<file path="src/shared/ssic_pkg.sv">
package ssic_pkg;
    // register indices; byte address is four times the index
    localparam logic [3:0] IDX_SERIAL_BYTE = 4'hC;
    localparam logic [3:0] IDX_INT_CTRL = 4'hD;
    localparam logic [3:0] IDX_TIMER_ONE_CTRL = 4'hE;
    localparam logic [3:0] IDX_TIMER_TWO_CTRL = 4'hF;
    localparam logic [7:0] ADDR_SERIAL_BYTE = {2'h0, IDX_SERIAL_BYTE, 2'h0};
    localparam logic [7:0] ADDR_INT_CTRL = {2'h0, IDX_INT_CTRL, 2'h0};
    localparam logic [7:0] ADDR_TIMER_ONE_CTRL = {2'h0, IDX_TIMER_ONE_CTRL, 2'h0};
    localparam logic [7:0] ADDR_TIMER_TWO_CTRL = {2'h0, IDX_TIMER_TWO_CTRL, 2'h0};

    // timer control field positions
    localparam int CTL_START = 0;
    localparam int CTL_PORT_OUT_EN = 1;
    localparam int CTL_PULSE_TOGGLE = 2;
    localparam int CTL_ONE_SHOT = 3;
    localparam int CTL_FORCE_LOAD = 4;
    localparam int CTL_ONE_COUNT_SRC = 5;
    localparam int CTL_SERIAL_DIR = 6;
    localparam int CTL_MAINS_RATE = 7;
    localparam int CTL_TWO_SRC_LO = 5;
    localparam int CTL_TWO_SRC_HI = 6;
    localparam int CTL_ALARM_WRITE = 7;
    // stored control bits; force-load reads zero
    localparam logic [7:0] CTL_STORE_MASK = 8'hEF;

    // interrupt status positions
    localparam int INT_TIMER_ONE = 0;
    localparam int INT_TIMER_TWO = 1;
    localparam int INT_CLOCK_MATCH = 2;
    localparam int INT_SERIAL = 3;
    localparam int INT_EDGE_INPUT = 4;
    localparam int INT_SUMMARY = 7;
    localparam int INT_SET_CLEAR = 7;

    // reset values
    localparam logic [7:0] RST_CTRL = 8'h00;
    localparam logic [7:0] RST_SERIAL_BYTE = 8'h00;
    localparam logic [4:0] RST_INT = 5'h00;

    // serial framing
    localparam logic [2:0] LAST_BIT = 3'h7;

    // bus responses
    localparam logic [1:0] RESP_OKAY = 2'h0;
    localparam logic [1:0] RESP_DECERR = 2'h3;

    // timer two count sources
    typedef enum logic [1:0] {
        SRC_SYS_CLOCK = 2'h0,
        SRC_PIN_EDGES = 2'h1,
        SRC_TIMER_ONE = 2'h2,
        SRC_TIMER_ONE_GATED = 2'h3
    } ssic_count_src_t;
endpackage : ssic_pkg

</file>
<file path="src/core/ssic_core.sv">
// Contract
// - serial_direction, timer_one_ctrl bit 6, picks output (1) or input (0).
// - input mode samples the data pin on each shift clock falling edge.
// - input mode stores the byte after 8 pulses and flags.
// - output mode shifts at half the timer one underflow rate.
// - output byte write starts sending only while timer one runs continuous.
// - output mode drives the derived shift clock on the clock pin.
// - sent data changes on shift clock rise and holds until next rise.
// - after 8 output pulses flag; a waiting byte continues without gap, but a byte write in that cycle sends eight zero bits first.
// - with nothing waiting, clock returns low and data holds last bit.
// - bytes go out most significant bit first.
// - status bits 0..4 are the five flags, bits 5,6 zero, bit 7 summary.
// - each event sets its flag regardless of its mask.
// - a masked-in event sets the summary flag and drives the request low.
// - reading status clears all flags except one set by a same-cycle event, and releases the request high unless that event is masked in.
// - mask write: bit 7 one sets, zero clears, the bits written as one.
// - clock writes go to alarm when alarm_write_select is one.
// - unused bits ignore writes and read as zero.
`timescale 1ns/1ps
`default_nettype none
module ssic_core (
    input wire logic clk_sys, // clock
    input wire logic resetn, // reset, active low
    input wire logic [7:0] s_axi_awaddr, // aw addr
    input wire logic s_axi_awvalid, // aw valid
    output logic s_axi_awready, // aw ready
    input wire logic [31:0] s_axi_wdata, // w data
    input wire logic [3:0] s_axi_wstrb, // w strobes
    input wire logic s_axi_wvalid, // w valid
    output logic s_axi_wready, // w ready
    output logic [1:0] s_axi_bresp, // b resp
    output logic s_axi_bvalid, // b valid
    input wire logic s_axi_bready, // b ready
    input wire logic [7:0] s_axi_araddr, // ar addr
    input wire logic s_axi_arvalid, // ar valid
    output logic s_axi_arready, // ar ready
    output logic [31:0] s_axi_rdata, // r data
    output logic [1:0] s_axi_rresp, // r resp
    output logic s_axi_rvalid, // r valid
    input wire logic s_axi_rready, // r ready
    input wire logic shiftClockPinIn, // clock pin level
    output logic shiftClockPinOut, // clock pin drive
    output logic shiftClockPinOe, // clock pin enable
    input wire logic serialDataPinIn, // data pin level
    output logic serialDataPinOut, // data pin drive
    output logic serialDataPinOe, // data pin enable
    input wire logic timerOneUnderflow, // timer one underflow
    input wire logic timerTwoUnderflow, // timer two underflow
    input wire logic clockMatchEvent, // alarm match
    input wire logic edgeInputEvent, // edge input
    output logic interruptRequestN, // request, active low
    output logic timerOneRun, // start one
    output logic timerTwoRun, // start two
    output logic timerOneForceLoad, // load one
    output logic timerTwoForceLoad, // load two
    output logic timerOneOneShot, // one-shot one
    output logic timerTwoOneShot, // one-shot two
    output logic timerOnePulseToggle, // toggle one
    output logic timerTwoPulseToggle, // toggle two
    output logic portOutputEnableOne, // port bit six drive
    output logic portOutputEnableTwo, // port bit seven drive
    output logic timerOneCountPin, // one counts pin
    output logic [1:0] timerTwoCountSource, // two source
    output logic timerTwoCountTick, // two count pulse
    output logic mainsRateSelect, // mains rate
    output logic alarmWriteSelect // writes go to alarm
);

    // register state
    logic [7:0] ctrlOne_q, ctrlOne_d;
    logic [7:0] ctrlTwo_q, ctrlTwo_d;
    logic [7:0] serialByte_q, serialByte_d;
    logic [4:0] intFlags_q, intFlags_d;
    logic [4:0] intMask_q, intMask_d;
    logic summary_q, summary_d;
    logic loadOne_q, loadOne_d;
    logic loadTwo_q, loadTwo_d;
    // bus state
    logic bvalid_q, bvalid_d;
    logic [1:0] bresp_q, bresp_d;
    logic rvalid_q, rvalid_d;
    logic [1:0] rresp_q, rresp_d;
    logic [31:0] rdata_q, rdata_d;
    // serial state
    logic [7:0] shifter_q, shifter_d;
    logic [2:0] bitCount_q, bitCount_d;
    logic txActive_q, txActive_d;
    logic txPending_q, txPending_d;
    logic clockOut_q, clockOut_d;
    logic dataOut_q, dataOut_d;
    logic pinPrev_q, pinPrev_d;

    logic wrFire, rdFire, wrByteEn;
    logic [7:0] wrData;
    logic outputMode, timerContinuous, pinFall, pinRise;
    logic rxDone, txDone, serialEvent, statusRead;
    logic [4:0] events;

    // decode of an aligned register address
    function automatic logic addrHit(input logic [7:0] addr, input logic [7:0] reg_addr);
        addrHit = (addr == reg_addr);
    endfunction : addrHit

    // keep only the stored control bits
    function automatic logic [7:0] ctrlStore(input logic [7:0] value);
        ctrlStore = value & ssic_pkg::CTL_STORE_MASK;
    endfunction : ctrlStore

    // bus handshakes
    assign wrFire = s_axi_awvalid && s_axi_wvalid && !bvalid_q;
    assign rdFire = s_axi_arvalid && !rvalid_q;
    assign s_axi_awready = wrFire;
    assign s_axi_wready = wrFire;
    assign s_axi_arready = rdFire;
    assign wrByteEn = wrFire && s_axi_wstrb[0];
    assign wrData = s_axi_wdata[7:0];
    assign statusRead = rdFire && addrHit(s_axi_araddr, ssic_pkg::ADDR_INT_CTRL);

    // mode decode
    assign outputMode = ctrlOne_q[ssic_pkg::CTL_SERIAL_DIR];
    assign timerContinuous = ctrlOne_q[ssic_pkg::CTL_START]
        && !ctrlOne_q[ssic_pkg::CTL_ONE_SHOT];
    assign pinFall = pinPrev_q && !shiftClockPinIn;
    assign pinRise = !pinPrev_q && shiftClockPinIn;

    // interrupt sources
    assign serialEvent = rxDone || txDone;
    always_comb begin
        events = '0;
        events[ssic_pkg::INT_TIMER_ONE] = timerOneUnderflow;
        events[ssic_pkg::INT_TIMER_TWO] = timerTwoUnderflow;
        events[ssic_pkg::INT_CLOCK_MATCH] = clockMatchEvent;
        events[ssic_pkg::INT_SERIAL] = serialEvent;
        events[ssic_pkg::INT_EDGE_INPUT] = edgeInputEvent;
    end

    // register file next state
    always_comb begin
        ctrlOne_d = ctrlOne_q;
        ctrlTwo_d = ctrlTwo_q;
        intMask_d = intMask_q;
        loadOne_d = 1'b0;
        loadTwo_d = 1'b0;
        if (wrByteEn && addrHit(s_axi_awaddr, ssic_pkg::ADDR_TIMER_ONE_CTRL)) begin
            ctrlOne_d = ctrlStore(wrData);
            loadOne_d = wrData[ssic_pkg::CTL_FORCE_LOAD];
        end
        if (wrByteEn && addrHit(s_axi_awaddr, ssic_pkg::ADDR_TIMER_TWO_CTRL)) begin
            ctrlTwo_d = ctrlStore(wrData);
            loadTwo_d = wrData[ssic_pkg::CTL_FORCE_LOAD];
        end
        // one-shot underflow stops the timer
        if (timerOneUnderflow && ctrlOne_q[ssic_pkg::CTL_ONE_SHOT]) begin
            ctrlOne_d[ssic_pkg::CTL_START] = 1'b0;
        end
        if (timerTwoUnderflow && ctrlTwo_q[ssic_pkg::CTL_ONE_SHOT]) begin
            ctrlTwo_d[ssic_pkg::CTL_START] = 1'b0;
        end
        if (wrByteEn && addrHit(s_axi_awaddr, ssic_pkg::ADDR_INT_CTRL)) begin
            if (wrData[ssic_pkg::INT_SET_CLEAR]) begin
                intMask_d = intMask_q | wrData[4:0];
            end else begin
                intMask_d = intMask_q & ~wrData[4:0];
            end
        end
        // read clears, a same-cycle event still lands
        intFlags_d = (statusRead ? ssic_pkg::RST_INT : intFlags_q) | events;
        summary_d = (statusRead ? 1'b0 : summary_q) | (|(events & intMask_q));
    end

    always_ff @(posedge clk_sys or negedge resetn) begin
        if (!resetn) begin
            ctrlOne_q <= ssic_pkg::RST_CTRL;
            ctrlTwo_q <= ssic_pkg::RST_CTRL;
            intMask_q <= ssic_pkg::RST_INT;
            intFlags_q <= ssic_pkg::RST_INT;
            summary_q <= 1'b0;
            loadOne_q <= 1'b0;
            loadTwo_q <= 1'b0;
        end else begin
            ctrlOne_q <= ctrlOne_d;
            ctrlTwo_q <= ctrlTwo_d;
            intMask_q <= intMask_d;
            intFlags_q <= intFlags_d;
            summary_q <= summary_d;
            loadOne_q <= loadOne_d;
            loadTwo_q <= loadTwo_d;
        end
    end

    // bus answers one cycle after acceptance
    always_comb begin
        bvalid_d = bvalid_q && !s_axi_bready;
        bresp_d = bresp_q;
        rvalid_d = rvalid_q && !s_axi_rready;
        rresp_d = rresp_q;
        rdata_d = rdata_q;
        if (wrFire) begin
            bvalid_d = 1'b1;
            bresp_d = (addrHit(s_axi_awaddr, ssic_pkg::ADDR_SERIAL_BYTE)
                || addrHit(s_axi_awaddr, ssic_pkg::ADDR_INT_CTRL)
                || addrHit(s_axi_awaddr, ssic_pkg::ADDR_TIMER_ONE_CTRL)
                || addrHit(s_axi_awaddr, ssic_pkg::ADDR_TIMER_TWO_CTRL))
                ? ssic_pkg::RESP_OKAY : ssic_pkg::RESP_DECERR;
        end
        if (rdFire) begin
            rvalid_d = 1'b1;
            rresp_d = ssic_pkg::RESP_OKAY;
            rdata_d = 32'h0000_0000;
            unique case (1'b1)
                addrHit(s_axi_araddr, ssic_pkg::ADDR_SERIAL_BYTE): begin
                    rdata_d[7:0] = serialByte_q;
                end
                addrHit(s_axi_araddr, ssic_pkg::ADDR_INT_CTRL): begin
                    rdata_d[7:0] = {summary_q, 2'h0, intFlags_q};
                end
                addrHit(s_axi_araddr, ssic_pkg::ADDR_TIMER_ONE_CTRL): begin
                    rdata_d[7:0] = ctrlOne_q;
                end
                addrHit(s_axi_araddr, ssic_pkg::ADDR_TIMER_TWO_CTRL): begin
                    rdata_d[7:0] = ctrlTwo_q;
                end
                default: begin
                    rresp_d = ssic_pkg::RESP_DECERR;
                end
            endcase
        end
    end

    always_ff @(posedge clk_sys or negedge resetn) begin
        if (!resetn) begin
            bvalid_q <= 1'b0;
            bresp_q <= ssic_pkg::RESP_OKAY;
            rvalid_q <= 1'b0;
            rresp_q <= ssic_pkg::RESP_OKAY;
            rdata_q <= 32'h0000_0000;
        end else begin
            bvalid_q <= bvalid_d;
            bresp_q <= bresp_d;
            rvalid_q <= rvalid_d;
            rresp_q <= rresp_d;
            rdata_q <= rdata_d;
        end
    end

    // serial shifter, both directions
    always_comb begin
        serialByte_d = serialByte_q;
        shifter_d = shifter_q;
        bitCount_d = bitCount_q;
        txActive_d = txActive_q;
        txPending_d = txPending_q;
        clockOut_d = clockOut_q;
        dataOut_d = dataOut_q;
        pinPrev_d = shiftClockPinIn;
        rxDone = 1'b0;
        txDone = 1'b0;
        if (wrByteEn && addrHit(s_axi_awaddr, ssic_pkg::ADDR_SERIAL_BYTE)) begin
            serialByte_d = wrData;
            txPending_d = outputMode;
        end
        if (!outputMode) begin
            txActive_d = 1'b0;
            txPending_d = 1'b0;
            clockOut_d = 1'b0;
            if (pinFall) begin
                shifter_d = {shifter_q[6:0], serialDataPinIn};
                bitCount_d = bitCount_q + 3'h1;
                if (bitCount_q == ssic_pkg::LAST_BIT) begin
                    serialByte_d = {shifter_q[6:0], serialDataPinIn};
                    rxDone = 1'b1;
                end
            end
        end else if (!txActive_q) begin
            bitCount_d = 3'h0;
            // start only with timer one free-running
            if (txPending_q && timerContinuous) begin
                shifter_d = serialByte_q;
                txPending_d = 1'b0;
                txActive_d = 1'b1;
            end
        end else if (timerOneUnderflow) begin
            clockOut_d = !clockOut_q;
            if (!clockOut_q) begin
                dataOut_d = shifter_q[7];
            end else begin
                shifter_d = {shifter_q[6:0], 1'b0};
                bitCount_d = bitCount_q + 3'h1;
                if (bitCount_q == ssic_pkg::LAST_BIT) begin
                    txDone = 1'b1;
                    if (txPending_q && !(wrByteEn && addrHit(s_axi_awaddr,
                        ssic_pkg::ADDR_SERIAL_BYTE))) begin
                        shifter_d = serialByte_q;
                        txPending_d = 1'b0;
                    end else if (!txPending_q) begin
                        txActive_d = 1'b0;
                    end
                end
            end
        end
    end

    always_ff @(posedge clk_sys or negedge resetn) begin
        if (!resetn) begin
            serialByte_q <= ssic_pkg::RST_SERIAL_BYTE;
            shifter_q <= 8'h00;
            bitCount_q <= 3'h0;
            txActive_q <= 1'b0;
            txPending_q <= 1'b0;
            clockOut_q <= 1'b0;
            dataOut_q <= 1'b0;
            pinPrev_q <= 1'b0;
        end else begin
            serialByte_q <= serialByte_d;
            shifter_q <= shifter_d;
            bitCount_q <= bitCount_d;
            txActive_q <= txActive_d;
            txPending_q <= txPending_d;
            clockOut_q <= clockOut_d;
            dataOut_q <= dataOut_d;
            pinPrev_q <= pinPrev_d;
        end
    end

    // timer two count selection
    always_comb begin
        unique case (ssic_pkg::ssic_count_src_t'(ctrlTwo_q[6:5]))
            ssic_pkg::SRC_SYS_CLOCK: timerTwoCountTick = 1'b1;
            ssic_pkg::SRC_PIN_EDGES: timerTwoCountTick = pinRise;
            ssic_pkg::SRC_TIMER_ONE: timerTwoCountTick = timerOneUnderflow;
            ssic_pkg::SRC_TIMER_ONE_GATED: begin
                timerTwoCountTick = timerOneUnderflow && shiftClockPinIn;
            end
        endcase
    end

    // output wiring
    assign s_axi_bvalid = bvalid_q;
    assign s_axi_bresp = bresp_q;
    assign s_axi_rvalid = rvalid_q;
    assign s_axi_rresp = rresp_q;
    assign s_axi_rdata = rdata_q;
    assign shiftClockPinOut = clockOut_q;
    assign shiftClockPinOe = outputMode;
    assign serialDataPinOut = dataOut_q;
    assign serialDataPinOe = outputMode;
    assign interruptRequestN = !summary_q;
    assign timerOneRun = ctrlOne_q[ssic_pkg::CTL_START];
    assign timerTwoRun = ctrlTwo_q[ssic_pkg::CTL_START];
    assign timerOneForceLoad = loadOne_q;
    assign timerTwoForceLoad = loadTwo_q;
    assign timerOneOneShot = ctrlOne_q[ssic_pkg::CTL_ONE_SHOT];
    assign timerTwoOneShot = ctrlTwo_q[ssic_pkg::CTL_ONE_SHOT];
    assign timerOnePulseToggle = ctrlOne_q[ssic_pkg::CTL_PULSE_TOGGLE];
    assign timerTwoPulseToggle = ctrlTwo_q[ssic_pkg::CTL_PULSE_TOGGLE];
    assign portOutputEnableOne = ctrlOne_q[ssic_pkg::CTL_PORT_OUT_EN];
    assign portOutputEnableTwo = ctrlTwo_q[ssic_pkg::CTL_PORT_OUT_EN];
    assign timerOneCountPin = ctrlOne_q[ssic_pkg::CTL_ONE_COUNT_SRC];
    assign timerTwoCountSource = ctrlTwo_q[ssic_pkg::CTL_TWO_SRC_HI:ssic_pkg::CTL_TWO_SRC_LO];
    assign mainsRateSelect = ctrlOne_q[ssic_pkg::CTL_MAINS_RATE];
    assign alarmWriteSelect = ctrlTwo_q[ssic_pkg::CTL_ALARM_WRITE];

endmodule : ssic_core
`default_nettype wire

</file>
<file path="config.mk">
export PLATFORM = sky130hd
export DESIGN_NAME = ssic_core
export DESIGN_NICKNAME = d
export VERILOG_FILES = /design/src/shared/ssic_pkg.sv /design/src/core/ssic_core.sv
export SDC_FILE = /design/constraint.sdc
export NUM_CORES = 1
export LEC_CHECK = 0
export ABC_AREA = 1
export BUFFER_PORTS_ARGS = -buffer_cell sky130_fd_sc_hd__buf_2
export CORE_ASPECT_RATIO = 1.2
export CORE_MARGIN = 2
export CORE_UTILIZATION = 40
export CTS_CLUSTER_DIAMETER = 30
export DETAILED_ROUTE_END_ITERATION = 6
export PLACE_DENSITY = 0.76
export SYNTH_ARGS = -nofsm -noshare
export SYNTH_HDL_FRONTEND = slang
export SYNTH_SLANG_ARGS = --single-unit
</file>
<file path="constraint.sdc">
create_clock -name clk_sys -period 1.52 [get_ports clk_sys]
set_clock_uncertainty 0.1 [all_clocks]
set_input_delay 0.076 -clock clk_sys [delete_from_list [all_inputs] [get_ports clk_sys]]
set_output_delay 0.076 -clock clk_sys [all_outputs]
set_load 0.02 [all_outputs]
</file>
# == After elaboration in Yosys (flattened, before gate mapping) ==
# Cells that the tools add are included.
# totals
ff_bits,65
elab_cells,148
# classes
addsub,1
n_eq_ne,17
mux,58
bitwise_logic,7
n_reduce_logical,43
# ops
operator,n
8-bit two-way mux,12
"8-bit by 6-bit equality test with 1-bit output, second input constant",8
1-bit two-way mux,35
8-bit case mux with 4 select lines,1
1-bit logical AND,19
3-bit two-way mux,5
5-bit AND,2
1-bit logical NOT,10
5-bit two-way mux,2
5-bit OR,2
4-bit AND reduction,2
2-bit nonzero test,3
5-bit NOT,1
5-bit OR reduction,1
"2-bit equality test, second input constant",2
1-bit logical OR,4
2-bit two-way mux,2
1-bit case mux with 4 select lines,1
4-bit OR reduction,1
"3-bit by 1-bit adder with 3-bit output, second input constant",1
"3-bit equality test, second input constant",1
"3-bit by 1-bit != test with 1-bit output, second input constant",1
"3-bit by 2-bit != test with 1-bit output, second input constant",1
"3-bit != test, second input constant",1
other kinds (8),8

# == Depth between registers and ports, before layout ==
# Gate-level depths: netlist of run 1.
# depth
word_depth,12
ltp_mapped,10

# == Worst setup path before layout of run 1 ==
# OpenSTA, ideal clock, no wires.
# synth_path
path_type,reg2reg
start,reg ctrlOne_q[6]
end,reg shifter_q[0]
setup_ns,0.122
t_arrival_ns,1.360
setup_slack_ns,-0.061
path_stages_with_launch,7
path_cell_list,dfrtp_1 -> buf_4 -> nand2_1 -> o21ai_2 -> inv_2 -> nor2_1 -> a21oi_2
# synth_via
elab_chain_len,2
# synth_rtl
item,line_no,source
"start, declared",ssic_core.sv:70,"logic [7:0] ctrlOne_q, ctrlOne_d;"
"start signal, assigned",ssic_core.sv:173,ctrlOne_q <= ssic_pkg::RST_CTRL;
"start signal, assigned",ssic_core.sv:181,ctrlOne_q <= ctrlOne_d;
3-bit by 2-bit != test with 1-bit output (no source line) (tied with other cells),-,
4-bit AND reduction (no source line),-,
"end signal, assigned",ssic_core.sv:315,shifter_q <= shifter_d;
"end, declared",ssic_core.sv:85,"logic [7:0] shifter_q, shifter_d;"
# Several ways; a longest one is shown, not always the timed one.
# A chain may end at the register's enable or synchronous reset.

# == Worst setup path after layout of run 1 ==
# layout_path
start,reg bitCount_q[1]
end,reg serialByte_q[7]
# layout_via
elab_chain_len,4
# layout_rtl
item,line_no,source
"start, declared",ssic_core.sv:86,"logic [2:0] bitCount_q, bitCount_d;"
"start signal, assigned",ssic_core.sv:316,bitCount_q <= bitCount_d;
3-bit equality test,ssic_core.sv:269,if (bitCount_q == ssic_pkg::LAST_BIT) begin
8-bit two-way mux,ssic_core.sv:269,
8-bit two-way mux,ssic_core.sv:266,if (pinFall) begin
8-bit two-way mux,ssic_core.sv:262,if (!outputMode) begin
named net serialByte_d[7],ssic_core.sv:72,"logic [7:0] serialByte_q, serialByte_d;"
"end signal, assigned",ssic_core.sv:305,serialByte_q <= ssic_pkg::RST_SERIAL_BYTE;
"end signal, assigned",ssic_core.sv:314,serialByte_q <= serialByte_d;
"end, declared",ssic_core.sv:72,
# The timed path passes the listed nets, and every way through them passes these cells.

==> summary.txt, run 1 <==
status = finished, violations left
CP max FO = 8
Avg Inst Size Synth = 8.25 µm²
Setup crit end kind = flip-flop
n_diodes = 0
root buf cell = clkbuf_8
Std-Cell Rows = 36
routed vias = 3253
pwr dens = 967 mW/mm²
antenna violations before repair = 0
share of cells above drive strength 1 = 38.5%
dpl ws = -53.1 ps
Ys Warns = 0
worst setup margin = -28.6 ps
worst vdd rail ir drop = 471 µV
cell breakdown of the critical path = ha_2, ha_4, inv_2, nor3_4, buf_12, a21oi_2, o21ai_1, o21ai_1
nature of the critical path startpoint = flip-flop
remaining global-route overflow = 0
Fmax achieved = 0.646 GHz
first-pass iteration count of the detailed router = 4
# H-tree levels = 3
global router's overall resource usage = 18.9%
Seq/Total Area, Yosys = 46.4%
WS Path Type = reg -> reg
DP Area = 0.00393 mm²
Hold WC Path Type = in -> reg
Design Power = 4.60 mW
cell mode on critical path = o21ai_1
die width = 88.1 µm
Layout area overhead = 40.0%
period utilisation layout = 102%
pin count of the biggest net entering global routing = 46
count of final max-slew check failures = 0
Clock transition at path regs = 70 ps
DRC marker count from the first detailed-route iteration = 180
Worst EP arrival = 1670 ps
crit path buf inv count = 2
Post-Synthesis Cells = 412
clock sinks = 63
total negative slack = -143 ps
failing checks = negative setup slack
Final setup viols = 9
die height = 105 µm
critical path's slowest cell = dfrtp_1
post-route ant nets = 0
cell area after synthesis = 0.00340 mm²
Final Hold Fails = 0
CP peak stage delay = 360 ps
Core Area = 0.00820 mm²
worst rel slew slack = 61.3%
clock buffer count from CTS = 9
Vias/cell = 4.93
delay-heaviest family, CP = flip-flops
Slew @ Worst Pin = 581 ps
DRC errors left = 0
DRT Wirelength = 9340 µm
WL per Instance = 14.2 µm
dpl hpwl = 6310 µm
Pleak = 2.54 nW
Max-Cap Viols = 0
initial cell density of the core = 41.4%
commonest non-fill, non-tap cells in the layout = nand2_1 (74), buf_2 (74), dfrtp_1 (61)
final-stage net count = 608
clk_lat worst skew = 350 ps
global-route wire length before repair = 13500 µm
FF+latch count, synth = 63
CTS tree = yes
unique cell type count in the Yosys netlist = 38
Clock Tree Buf Depth = 2
post-route cell area = 0.00476 mm²
Ports = 127
Layout Utilization = 58.0%
Critical Path RT = 1650 ps
die area = 0.00925 mm²
vias in the first global route = 2980
RSZ-0062 raised after global routing = yes
IO buf count = 75
gpl congestion = 0.899
Period minus WS final = 1550 ps
[worst paths after layout]
check | to | slack, ps | start | depth (start not counted)
worst max-delay path | serialByte_q[7] | -30 | bitCount_q[1] | 8
worst min-delay path | s_axi_rvalid | 40 | s_axi_arvalid | 4
worst max register to register | serialByte_q[7] | -30 | bitCount_q[1] | 8
worst min register to register | s_axi_rdata[1] | 380 | s_axi_rdata[1] | 2
max in group asynchronous | s_axi_bvalid | 640 | resetn | 3
min in group asynchronous | s_axi_rvalid | 130 | resetn | 3
[flip-flops by register name (all words and copies together), names as in the netlist, named ones only]
name               count
shiftClockPinOut       1
intFlags_q             5
txActive_q             1
ctrlTwo_q              7
timerTwoForceLoad      1
s_axi_bresp            1
serialDataPinOut       1
timerOneForceLoad      1
s_axi_rvalid           1
pinPrev_q              1
shifter_q              8
txPending_q            1
summary_q              1
bitCount_q             3
ctrlOne_q              7
s_axi_rdata            8
serialByte_q           8
s_axi_bvalid           1
s_axi_rresp            1
[area by class of cell]
class,instances,area [µm²]
Clock inverter,4,45.0
Multi-Input combinational cell,283,1680
Clock buffer,12,155
Timing Repair Buffer,133,956
Inverter,51,196
Fill cell,698,3440
Tap cell,114,143
Sequential cell,63,1580
[layer usage]
layer | global-route usage [%] | vias to the layer above | wire length (µm)
met1 | 20.6 | 1570 | 3500
met3 | 4.19 | 19 | 491
li1 | - | 1553 | -
met2 | 34.3 | 111 | 5160
met5 | 0 | - | 0
met4 | 7.79 | 0 | 197
[synth_stat cells, drive strengths merged]
cell	count	area, µm²
o21ai	58	294
ha	2	25.0
mux2	1	11.3
nand3	41	223
a21oi	11	58.8
conb	1	3.75
a221oi	1	8.76
a22oi	1	7.51
inv	49	186
a31oi	1	6.26
nand4	7	58.8
nor4	1	21.3
clkbuf	2	7.51
nand2	106	430
clkinv	2	7.51
nor2	16	72.6
a21o	4	30.0
o211a	1	10.0
nor3	7	77.6
buf	36	268
o211ai	1	12.5
dfrtp	63	1580
[report_power, final]
part           internal, mW  total [mW]  leakage (nW)  switching (mW)
Clock                 0.839        1.48         0.106           0.644
Combinational         0.411        1.10          1.63           0.692
Sequential             1.90        2.02         0.798           0.117
[per-stage QoR]
stage	hold WS, ps	instances
6_report	40.8	660
5_1_grt	58.3	660
4_1_cts	-72.0	655
3_5_place_dp	-40.3	610
3_3_place_gp	-38.4	610
2_1_floorplan	-320	435
[tightest hold or removal path, stage by stage]
cell and delay [ps]:
buf_2 70, nand2_1 60, buf_4 160, o21ai_0 80
[what timing repair did]
item / 4_1_cts / 5_1_grt
cloned: 0 / 1
hold endpoints to repair: 102 / 1
pin swaps: 6 / 13
setup buffers: 6 / 4
setup endpoints to repair: 17 / 49
hold buffers: 23 / 1
resized for setup: 9 / 75
[kinds of logic (layout without fill, tap and decap cells)]
family          Yosys count  after routing  synth area share, %
mux                       1              1                0.331
compound gates           78             78                 12.6
simple gates            178            178                 26.0
fa+ha+maj                 2              2                0.737
buf+inv                  89            200                 13.8
flops                    63             63                 46.4
other cells               1             24                0.110
No activity file was read; power rests on OpenSTA's default activity.
==> inputs of run 2 (changes only) <==
Settings changed: REMOVE_ABC_BUFFERS from default to 1.
==> run 2 against run 1 <==
The run still ends with negative setup slack left. Sequential power about the same. Final cell count decreased by 1.8%. Via count decreased by 3.9%. Wire length down 4.8%. Fmax shrank 1.0%. Register-to-register slack lost 20 ps. Setup slack lost 16 ps. First-iteration DRC count is 41% higher. Sequential share of layout area increased by 2.1 points. Non-clock buffer count decreased by 10. Critical path type unchanged. Largest cell class is now flip-flops and latches. Highest routed layer unchanged.
==> summary.txt, run 2 (synthesis results as in run 1) <==
dpl ws = -18.9 ps (+34.3 ps)
die height = 105 µm (unchanged)
status = finished, violations left
period utilisation layout = 103% (+1.0 points)
root buf cell = clkbuf_8
reg2reg end = serialByte_q[5]
Seq. cell area = 0.00158 mm² (-0.16%)
Clock Tree Buf Depth = 2 (unchanged)
clock share of power = 28.9% (-3.3 points)
Gate power share = 24.8% (+0.8 points)
Vias/cell = 4.82 (-2.2%)
vias in the first global route = 3065 (+2.9%)
IO buf count = 75 (unchanged)
pwr dens = 972 mW/mm² (+0.46%)
post-route cell area = 0.00447 mm² (-6.0%)
Psw = 1.37 mW (-5.8%)
antenna violations before repair = 0 (unchanged)
nature of the critical path startpoint = flip-flop
CP peak stage delay = 360 ps (about the same)
routed vias = 3125 (-3.9%)
dpl hpwl = 6340 µm (+0.49%)
n_diodes = 0 (unchanged)
WL per Instance = 13.7 µm (-3.0%)
commonest non-fill, non-tap cells in the layout = nand2_1 (90), buf_2 (74), dfrtp_1 (63)
Std-Cell Rows = 36 (unchanged)
DRT Wirelength = 8890 µm (-4.8%)
Worst Hold Path EP = timerTwoForceLoad
gpl congestion = 0.825 (-8.3%)
worst setup margin = -44.3 ps (-15.7 ps)
critical path's slowest cell = dfrtp_1
die area = 0.00925 mm² (unchanged)
clock buffer count from CTS = 9 (unchanged)
Period minus WS final = 1560 ps (+15.7 ps)
R2R Setup Slk = -40 ps (-20 ps)
Design Power = 4.34 mW (-5.6%)
post-route ant nets = 0 (unchanged)
worst vdd rail ir drop = 500 µV (+6.1%)
Setup crit end kind = flip-flop
placed insts = 610 (unchanged)
worst hold path startpoint = s_axi_wstrb[0]
# H-tree levels = 3 (unchanged)
Max-Cap Viols = 0 (unchanged)
die width = 88.1 µm (unchanged)
Layout area overhead = 31.6%
Seq pwr share = 46.3% (+2.5 points)
share of cells above drive strength 1 = 33.0% (-5.5 points)
remaining global-route overflow = 0 (unchanged)
non-filler cells, final = 648 (-1.8%)
failing checks = negative setup slack
Core Area = 0.00820 mm² (unchanged)
Multi-input gate area = 0.00155 mm² (-7.8%)
first-pass iteration count of the detailed router = 4 (unchanged)
total negative slack = -138 ps (+5.04 ps)
most common cell after layout, fill and taps aside = nand2_1
Final setup viols = 8 (-1)
Ports = 127 (unchanged)
Clock transition at path regs = 60 ps (about the same)
pin count of the biggest net entering global routing = 64 (+39%)
fillcell total = 759 (+8.7%)
Final Hold Fails = 0 (unchanged)
global-route wire length before repair = 14200 µm (+5.1%)
Fmax achieved = 0.639 GHz (-1.0%)
clock sinks = 63 (unchanged)
Pleak = 2.38 nW (-6.2%)
Critical Path RT = 1630 ps (-20 ps)
initial cell density of the core = 41.4% (unchanged)
DRC marker count from the first detailed-route iteration = 254 (+41%)
CTS tree = yes
Hold WC Path Type = in -> reg
CP max FO = 8 (unchanged)
DRC errors left = 0 (unchanged)
cell internal pwr = 2.97 mW (-5.5%)
hold path cells = 5 (+1)
switching part of the total = 31.5% (-0.073 points)
WS Path Type = reg -> reg
final-stage net count = 598 (-1.6%)
Worst EP arrival = 1670 ps (about the same)
RSZ-0062 raised after global routing = yes
reg-to-reg startpoint = bitCount_q[1]
count of final max-slew check failures = 0 (unchanged)
clk_lat worst skew = 340 ps (about the same)
cell breakdown of the critical path = ha_2, ha_4, inv_4, nor3_4, buf_6, a21oi_2, o21ai_2, o21ai_1
global router's overall resource usage = 19.8% (+0.96 points)
R2R depth = 8 (unchanged)
DP Area = 0.00394 mm² (+0.38%)
run 2: changes by cell type in the layout (fill, tap and decap cells not counted), sizes merged:
cell,change
clkbuf,+1
bufinv,-1
dlymetal6s4s,-3
buf,-5
clkinv,-2
dlygate4sd3,-2
run 2: area by class of cell:
type / instances / share of cell area, %
Clock buffer: 13 / 3.56
Clock inverter: 1 / 0.112
Inverter: 51 / 4.40
Multi-Input combinational cell: 283 / 34.7
Sequential cell: 63 / 35.3
Tap cell: 114 / 3.19
Timing Repair Buffer: 123 / 18.8
run 2: critical path, delay by kind of cell, from the launching register on:
kind / cells / cell delay [ps]
flops: 1 / 360
fa+ha+maj: 2 / 360
compound gates: 3 / 220
buf+inv: 2 / 210
simple gates: 1 / 190
run 2: metrics by stage:
| step | hold slack (ps) | utilization (%) |
|---|---|---|
| global placement | 13.1 | 48.1 |
| global route | 67.5 | 54.5 |
| finish | 42.6 | 54.5 |
| CTS | 27.5 | 52.7 |
| floorplan | -320 | - |
| detailed placement | 15.8 | 48.1 |
run 2: worst max-delay path by stage:
stage,start,to,slack [ps]
after global routing,bitCount_q[0],shifter_q[5],-130
after floorplan,ctrlOne_q[6],shifter_q[0],-480
after detailed placement,bitCount_q[1],serialByte_q[1],-20
final,bitCount_q[1],serialByte_q[5],-40
after global placement,bitCount_q[0],serialByte_q[0],30
after CTS,bitCount_q[1],serialByte_q[5],-30
run 2: power by group through the flow:
stage | registers (mW) | logic, mW | clock network, mW
after CTS | 2.01 | 0.980 | 1.28
after global placement | 2.02 | 0.866 | 0
after global routing | 2.04 | 1.20 | 1.36
final | 2.01 | 1.08 | 1.25
after detailed placement | 2.03 | 0.900 | 0
after floorplan | 2.04 | 0.543 | 0
run 2: repair_timing:
action / 4_1_cts / 5_1_grt
resized for setup: 6 / 31
endpoints found under the hold margin: 99 / 0
endpoints found under the setup margin: 11 / 22
setup buffers: 1 / 4
hold buffers: 19 / 0
pin swaps: 3 / 10
run 2: layer usage:
| layer | wire length, µm | track usage (%) | up-vias |
|---|---|---|---|
| li1 | - | - | 1524 |
| met1 | 3790 | 26.7 | 1470 |
| met2 | 4330 | 31.1 | 115 |
| met3 | 587 | 4.19 | 16 |
| met4 | 183 | 7.79 | 0 |
| met5 | 0 | 0 | - |
